===== src/hw/sar_ctl_pkg.sv =====
// constants and carrier types for the converter bus-read control block
// Functional notes
// start needs byte_select, chip select, read low
// starts ignored while a conversion runs
// busy low during conversion, high otherwise
// wait mode: host stalls until result ready
// no-wait mode: read returns previous result
// result as 12-bit word or two bytes
// data right justified in the word
// byte_select muxes nibble or byte onto low lanes
// top four lanes always carry result MSBs
// result is 12-bit natural binary code
// host should keep bus quiet during conversion
// byte_select high: middle low, no start
// start clears approximation register, enables drivers
// conversion begins next conversion clock falling edge
// latch result first, then raise busy
// outputs float when chip select or read high
package sar_ctl_pkg;
  localparam int RES_W      = 12;            // result width
  localparam int BUS_W      = 12;            // data lanes
  localparam int NIB_LO     = 8;             // first bit of upper nibble
  localparam int CONV_STEPS = 12;            // bit decisions per conversion
  localparam int FIFO_DEPTH = 4;             // result buffer depth
  localparam logic [RES_W-1:0] RESULT_RST = 12'h000;

  // controller states
  typedef enum logic [1:0] {
    ST_IDLE = 2'b00,   // waiting for a start
    ST_SYNC = 2'b01,   // waiting for conversion clock fall
    ST_CONV = 2'b10,   // bit decisions running
    ST_DONE = 2'b11    // latch written, busy about to rise
  } conv_state_t;

  // host-side control strobes: cs_n and rd_n active low, byte_select high selects the high byte
  typedef struct packed {
    logic cs_n;
    logic rd_n;
    logic byte_select;
  } host_ctl_t;
endpackage


===== src/hw/sar_adc_bus_read_control.sv =====
// converter control and bus readout: start gating, busy, output mux
`timescale 1ns/1ps
module sar_adc_bus_read_control #(
  parameter int STEPS = sar_ctl_pkg::CONV_STEPS
) (
  input  wire logic                          sys_clk_i,
  input  wire logic                          reset_i,
  input  wire sar_ctl_pkg::host_ctl_t        host_ctl_i,     // cs_n, rd_n, byte_select
  input  wire logic                          conv_clk_i,     // converter input clock level
  input  wire logic                          comp_hi_i,      // comparator: input above trial
  output logic                               busy_n_o,       // low while converting
  output logic [sar_ctl_pkg::BUS_W-1:0]      result_bus_o,   // data lanes
  output logic [sar_ctl_pkg::BUS_W-1:0]      result_bus_oe_o,// high while driving lanes
  output logic [sar_ctl_pkg::RES_W-1:0]      trial_code_o,   // code presented to the DAC
  output logic                               result_valid_o, // buffered result stream
  input  wire logic                          result_ready_i,
  output logic [sar_ctl_pkg::RES_W-1:0]      result_data_o
);
  localparam int RW = sar_ctl_pkg::RES_W;
  localparam int CW = $clog2(STEPS + 1);

  sar_ctl_pkg::conv_state_t state_r;   // controller state
  logic [RW-1:0] sar_r;                // approximation register
  logic [CW-1:0] bit_idx_r;            // decision still to make
  logic [RW-1:0] latch_r;              // output latch
  logic          clk_d_r;              // previous conversion clock level
  logic          busy_n_r;             // busy output
  logic [RW-1:0] bus_r;                // lane data
  logic [RW-1:0] oe_r;                 // lane enables
  logic          fall;                 // conversion clock fell
  logic          read_act;             // chip select and read both low
  logic          start_req;            // all three strobes low
  logic          fifo_in_ready;        // buffer has room
  logic          fifo_push_r;          // push of a finished result
  logic [RW-1:0] fifo_out_data;
  logic          fifo_out_valid;

  assign fall      = clk_d_r && !conv_clk_i;
  assign read_act  = !host_ctl_i.cs_n && !host_ctl_i.rd_n;
  assign start_req = read_act && !host_ctl_i.byte_select;             // see

  // lane image for a read: MSB nibble always high lanes
  function automatic logic [RW-1:0] lanes(input logic [RW-1:0] d, input logic hb);
    if (hb) begin
      lanes = {d[RW-1:sar_ctl_pkg::NIB_LO], 4'h0, d[RW-1:sar_ctl_pkg::NIB_LO]};
    end else begin
      lanes = d;                                                    // see
    end
  endfunction

  // conversion clock edge tracker
  always_ff @(posedge sys_clk_i) begin
    if (reset_i) begin
      clk_d_r <= 1'b0;
    end else begin
      clk_d_r <= conv_clk_i;
    end
  end

  // sequencer: start, wait for fall, one decision per fall
  always_ff @(posedge sys_clk_i) begin
    if (reset_i) begin
      state_r   <= sar_ctl_pkg::ST_IDLE;
      sar_r     <= sar_ctl_pkg::RESULT_RST;
      bit_idx_r <= '0;
    end else begin
      case (state_r)
        sar_ctl_pkg::ST_IDLE: begin
          // a stalled buffer holds off new starts, not results in flight
          if (start_req && fifo_in_ready) begin
            state_r <= sar_ctl_pkg::ST_SYNC;
            sar_r   <= '0;
          end
        end
        sar_ctl_pkg::ST_SYNC: begin
          if (fall) begin
            state_r   <= sar_ctl_pkg::ST_CONV;
            bit_idx_r <= CW'(STEPS);
            sar_r     <= {1'b1, {(RW-1){1'b0}}};
          end
        end
        sar_ctl_pkg::ST_CONV: begin
          // starts are simply not looked at here
          if (fall) begin
            if (!comp_hi_i) begin
              sar_r[bit_idx_r-1'b1] <= 1'b0;
            end
            if (bit_idx_r > CW'(1)) begin
              sar_r[bit_idx_r-2'd2] <= 1'b1;
            end
            bit_idx_r <= bit_idx_r - 1'b1;
            if (bit_idx_r == CW'(1)) begin
              state_r <= sar_ctl_pkg::ST_DONE;
            end
          end
        end
        sar_ctl_pkg::ST_DONE: begin
          state_r <= sar_ctl_pkg::ST_IDLE;
        end
        default: begin
          state_r <= sar_ctl_pkg::ST_IDLE;
        end
      endcase
    end
  end

  assign trial_code_o = sar_r;

  // output latch: loaded on entry to done, before busy rises
  always_ff @(posedge sys_clk_i) begin
    if (reset_i) begin
      latch_r     <= sar_ctl_pkg::RESULT_RST;
      fifo_push_r <= 1'b0;
    end else begin
      fifo_push_r <= 1'b0;
      if (state_r == sar_ctl_pkg::ST_CONV && fall && bit_idx_r == CW'(1)) begin
        latch_r     <= comp_hi_i ? sar_r : (sar_r & ~RW'(1));
        fifo_push_r <= 1'b1;
      end
    end
  end

  // busy: low from start through the done cycle
  always_ff @(posedge sys_clk_i) begin
    if (reset_i) begin
      busy_n_r <= 1'b1;
    end else begin
      busy_n_r <= !((state_r == sar_ctl_pkg::ST_IDLE && start_req && fifo_in_ready)
                  || state_r == sar_ctl_pkg::ST_SYNC
                  || state_r == sar_ctl_pkg::ST_CONV);              // see
    end
  end

  // lanes show the latch; during a start read that is the old result
  always_ff @(posedge sys_clk_i) begin
    if (reset_i) begin
      bus_r <= '0;
      oe_r  <= '0;
    end else begin
      bus_r <= lanes(latch_r, host_ctl_i.byte_select);              // see
      oe_r  <= read_act ? '1 : '0;                                  // see
    end
  end

  assign busy_n_o        = busy_n_r;
  assign result_bus_o    = bus_r;
  assign result_bus_oe_o = oe_r;
  assign result_valid_o  = fifo_out_valid;
  assign result_data_o   = fifo_out_data;

  sar_result_fifo #(
    .WIDTH (RW),
    .DEPTH (sar_ctl_pkg::FIFO_DEPTH)
  ) u_fifo (
    .sys_clk_i   (sys_clk_i),
    .reset_i     (reset_i),
    .in_valid_i  (fifo_push_r),
    .in_ready_o  (fifo_in_ready),
    .in_data_i   (latch_r),
    .out_valid_o (fifo_out_valid),
    .out_ready_i (result_ready_i),
    .out_data_o  (fifo_out_data)
  );
endmodule // sar_adc_bus_read_control


===== src/hw/sar_result_fifo.sv =====
// small result FIFO with valid/ready on both sides
`timescale 1ns/1ps
module sar_result_fifo #(
  parameter int WIDTH = 12,
  parameter int DEPTH = 4
) (
  input  wire logic             sys_clk_i,
  input  wire logic             reset_i,
  input  wire logic             in_valid_i,
  output logic                  in_ready_o,
  input  wire logic [WIDTH-1:0] in_data_i,
  output logic                  out_valid_o,
  input  wire logic             out_ready_i,
  output logic [WIDTH-1:0]      out_data_o
);
  localparam int AW = (DEPTH > 1) ? $clog2(DEPTH) : 1;
  logic [WIDTH-1:0] mem_r [DEPTH];     // storage
  logic [AW-1:0]    wr_ptr_r;          // write index
  logic [AW-1:0]    rd_ptr_r;          // read index
  logic [AW:0]      count_r;           // fill level
  logic             push;
  logic             pop;

  assign in_ready_o  = (count_r != (AW+1)'(DEPTH));
  assign out_valid_o = (count_r != '0);
  assign out_data_o  = mem_r[rd_ptr_r];
  assign push        = in_valid_i && in_ready_o;
  assign pop         = out_valid_o && out_ready_i;

  // pointer wrap helper
  function automatic logic [AW-1:0] bump(input logic [AW-1:0] p);
    bump = (p == AW'(DEPTH-1)) ? '0 : p + 1'b1;
  endfunction

  // storage write
  always_ff @(posedge sys_clk_i) begin
    if (push) begin
      mem_r[wr_ptr_r] <= in_data_i;
    end
  end

  // pointers and fill level
  always_ff @(posedge sys_clk_i) begin
    if (reset_i) begin
      wr_ptr_r <= '0;
      rd_ptr_r <= '0;
      count_r  <= '0;
    end else begin
      if (push) begin
        wr_ptr_r <= bump(wr_ptr_r);
      end
      if (pop) begin
        rd_ptr_r <= bump(rd_ptr_r);
      end
      count_r <= count_r + (AW+1)'(push) - (AW+1)'(pop);
    end
  end
endmodule // sar_result_fifo


===== config.mk =====
export PLATFORM = sky130hd
export DESIGN_NAME = sar_adc_bus_read_control
export DESIGN_NICKNAME = d
export VERILOG_FILES = /design/src/hw/sar_ctl_pkg.sv /design/src/hw/sar_adc_bus_read_control.sv /design/src/hw/sar_result_fifo.sv
export SDC_FILE = /design/constraint.sdc
export NUM_CORES = 1
export LEC_CHECK = 0
export BUFFER_PORTS_ARGS = -buffer_cell sky130_fd_sc_hd__buf_2
export CAP_MARGIN = 20
export CORE_UTILIZATION = 55
export CTS_CLUSTER_DIAMETER = 30
export CTS_CLUSTER_SIZE = 28
export DETAILED_ROUTE_END_ITERATION = 12
export PLACE_DENSITY = 0.79
export SLEW_MARGIN = 0
export SYNTH_ARGS = -nofsm -noshare
export SYNTH_HDL_FRONTEND = slang
export SYNTH_HIERARCHICAL = 1
export SYNTH_SLANG_ARGS = --single-unit

===== constraint.sdc =====
create_clock -name sys_clk_i -period 3 [get_ports sys_clk_i]
set_input_delay 0.9 -clock sys_clk_i [delete_from_list [all_inputs] [get_ports sys_clk_i]]
set_output_delay 0.9 -clock sys_clk_i [all_outputs]
set_load 0.02 [all_outputs]

==> flow_metrics.py <==
metrics = {
    "sta": {
        "whs_ns": 0.515,
        "slew_headroom": 0.560,
        "period_needed_ns": 2.56,
        "skew_ns": 0.00608,
        "final_max_slew_viol_count": 0,
        "fin_crit_sh": 0.852,
        "setup_tns_ns": 0,
        "worst_pin_slew_ns": 0.660,
        "setup_ws_ns": 0.444,
        "setup_viol": 0,
        "rsz0062_at_grt": "false",
        "fmax_ghz": 0.391,
        "final-hold-violation-count": 0,
    },
    "clock_network": {
        "clk_pin_slew_ns": 0.10,
        "post-cts-setup-buffer-count": 0,
        "cts_max_level": 3,
        "cts_tree": "yes",
        "clock_sinks": 103,
        "root_buffer": "clkbuf_8",
        "cts_hold_buffers": 0,
        "cts_made_buffers": 9,
        "clk_latency_ns": 0.36,
        "clockBufferDepth": 2,
        "ctsResizeCount": 0,
    },
    "yosys": {
        "synthAdderAreaFrac": 0.0544,
        "synth_edf_count": 48,
        "synth.distinct_cells": 54,
        "synth_top_family_by_area": "simple AND/OR/NAND/NOR gates",
        "synth_nets": 383,
        "synthXorXnorAreaFrac": 0.0117,
        "syn_inst": 356,
        "synth_flop_cell": "dfxtp_1",
        "syn_avg_cell_area_um2": 12.7,
        "yosysSeqAreaShare": 0.564,
        "synth_compound_area_frac": 0.0758,
        "synth-async-reset-ratio": 0,
        "yosys.area_share.simple": 0.146,
        "ys_warn_count": 6,
        "synthMuxAreaShare": 0.100,
        "synth_seq_cells": 103,
        "synth_area_mm2": 0.00451,
    },
    "finish": {
        "layout.cells.non_filler": 508,
        "layout_common_cells": "buf_2, dfxtp_1, edfxtp_1",
        "final_common_cell": "buf_2",
        "layout-drive-gt1-share": 0.254,
        "multi_input_area_mm2": 0.00175,
        "antennaDiodeCount": 0,
        "syn_to_final_growth_pct": 10.3,
        "ff_latch_area_mm2": 0.00254,
        "fin_util": 0.637,
        "nets": 428,
        "fill_cells": 622,
        "final_area_mm2": 0.00497,
    },
    "floorplanning": {
        "die_w_um": 92.5,
        "die_y_um": 92.5,
        "die_area_mm2": 0.00856,
        "coreArea_mm2": 0.00781,
        "num_io_pins": 58,
        "start_util": 0.577,
        "num_rows": 32,
    },
    "worst_setup_path": {
        "worst-endpoint-arrival_ns": 1.66,
        "worstSetupPathType": "reg2out",
        "required_ns": 2.10,
        "worstSetupStartpointType": "register",
        "timing.rr.start": "bit_idx_r[2]",
        "r2r_slack_ns": 0.61,
        "cp_max_fo": 12,
        "reg2reg_depth": 6,
        "r2r-end": "trial_code_o[3]",
        "end_kind": "output pin",
    },
    "placed_design": {
        "place_ws_ns": 0.372,
        "post_dp_cell_area_mm2": 0.00478,
        "io_buffers": 57,
        "dp_cells": 492,
        "gp_congestion": 0.923,
        "dpl.hpwl_mm": 6.18,
    },
    "routing": {
        "initialDrtViolationCount": 166,
        "drtAntennaViolNets": 0,
        "first_pass_iters": 4,
        "wl_mm": 8.58,
        "via_per_inst": 5.59,
        "route.vias.total": 2841,
        "wl_per_cell_um": 16.9,
        "drc_errors": 0,
    },
    "power": {
        "peakVddDrop_v": 0.000254,
        "p_leak_nw": 1.98,
        "power_density_mw_per_mm2": 590,
        "total_power_mw": 2.93,
    },
    "status": {
        "status": "complete, no violations",
    },
    "worst_hold_path": {
        "hp-class": "reg2reg",
        "whs_endpoint": "u_fifo/rd_ptr_r[0]",
        "whs_path_depth": 2,
        "min-delay-start": "u_fifo/rd_ptr_r[0]",
    },
    "global_route": {
        "grt_antenna_before_repair": 0,
        "track_usage": 0.214,
        "grt_pass1_vias": 2684,
        "grt-ovfl-total": 0,
        "grt_first_pass_wirelength_mm": 13.9,
        "grt_max_degree": 33,
    },
    "job": {
        "cap_violations": 0,
    },
}
[cells by family (layout without fill, tap and decap cells)]
group           count (synthesis)  after routing
buf+inv                        39             89
flops                         103            103
compound gates                 43             43
fa+ha+maj                      19             19
mux                            30             30
simple gates                  116            116
xor+xnor                        6              6
[critical path: stages (launching register included)]
cell     delay (ns)
dfxtp_1        0.32
buf_4          0.25
mux4_2         0.54
buf_2          0.17
[sequential cells by signal, summed over array words and instances, names as in the netlist, 3 cells and up, named ones only]
| register | count |
|---|---|
| bit_idx_r | 4 |
| latch_r | 12 |
| result_bus_o | 12 |
| trial_code_o | 12 |
| u_fifo/count_r | 3 |
| u_fifo/mem_r | 48 |
[final cells by class]
class                      instances  share of cell area
sequential                       103               0.511
clock inverter                     7              0.0128
tap                              102              0.0257
multi-input combinational        214               0.352
inverter                          11             0.00831
timing repair buffer              62              0.0649
clock buffer                       9              0.0249
[power by group]
group          switching, mW  total [mW]  internal, mW
clock network          0.501       0.820         0.319
logic                  0.327       0.559         0.232
registers             0.0535        1.56          1.50
[worst max-delay path by stage]
stage / startpoint / to / cells past startpoint
after detailed placement: result_ready_i / u_fifo/count_r[2] / 11
after global placement: host_ctl_i[0] / trial_code_o[3] / 5
after CTS: register / result_data_o[8] / 3
after global routing: register / result_data_o[3] / 3
after floorplan: host_ctl_i[0] / trial_code_o[3] / 6
final: register / result_data_o[3] / 3
[routing by layer]
layer | GRT usage | up-vias | share of wire
li1 | - | 1375 | -
met4 | 0.0833 | 0 | 0.012
met3 | 0.0304 | 9 | 0.046
met2 | 0.358 | 76 | 0.50
met5 | 0 | - | 0
met1 | 0.283 | 1381 | 0.44
[Yosys cell counts (2+ instances only)]
cell      number  share of area
xnor2_1        3         0.0058
clkbuf_1       7         0.0058
and3_2         2         0.0033
mux4_2        12          0.060
nand2b_1       9          0.012
mux2i_1       17          0.038
a21boi_0       2         0.0033
a221o_1        3         0.0067
xor2_1         3         0.0058
edfxtp_1      48           0.32
nand3b_1       9          0.015
nand3_1        7         0.0078
buf_2          2         0.0022
ha_1          18          0.050
a21oi_1        8         0.0089
nor3_1         3         0.0033
and2_1         6         0.0083
a211o_1        3         0.0058
buf_4         12          0.020
or3_1          4         0.0056
nor2_1        28          0.023
o211ai_1       6          0.010
dfxtp_1       55           0.24
o311a_1        2         0.0044
a221oi_1       2         0.0039
o21ai_0        5         0.0056
a32oi_1        5         0.0097
nand4_1        2         0.0028
buf_1          4         0.0033
inv_1         11         0.0092
nand2_1       12          0.010
and3_1         7         0.0097
buf_6          3         0.0075
nor2b_1       14          0.019
or2_2          3         0.0042
(Power assumes the default switching activity.)
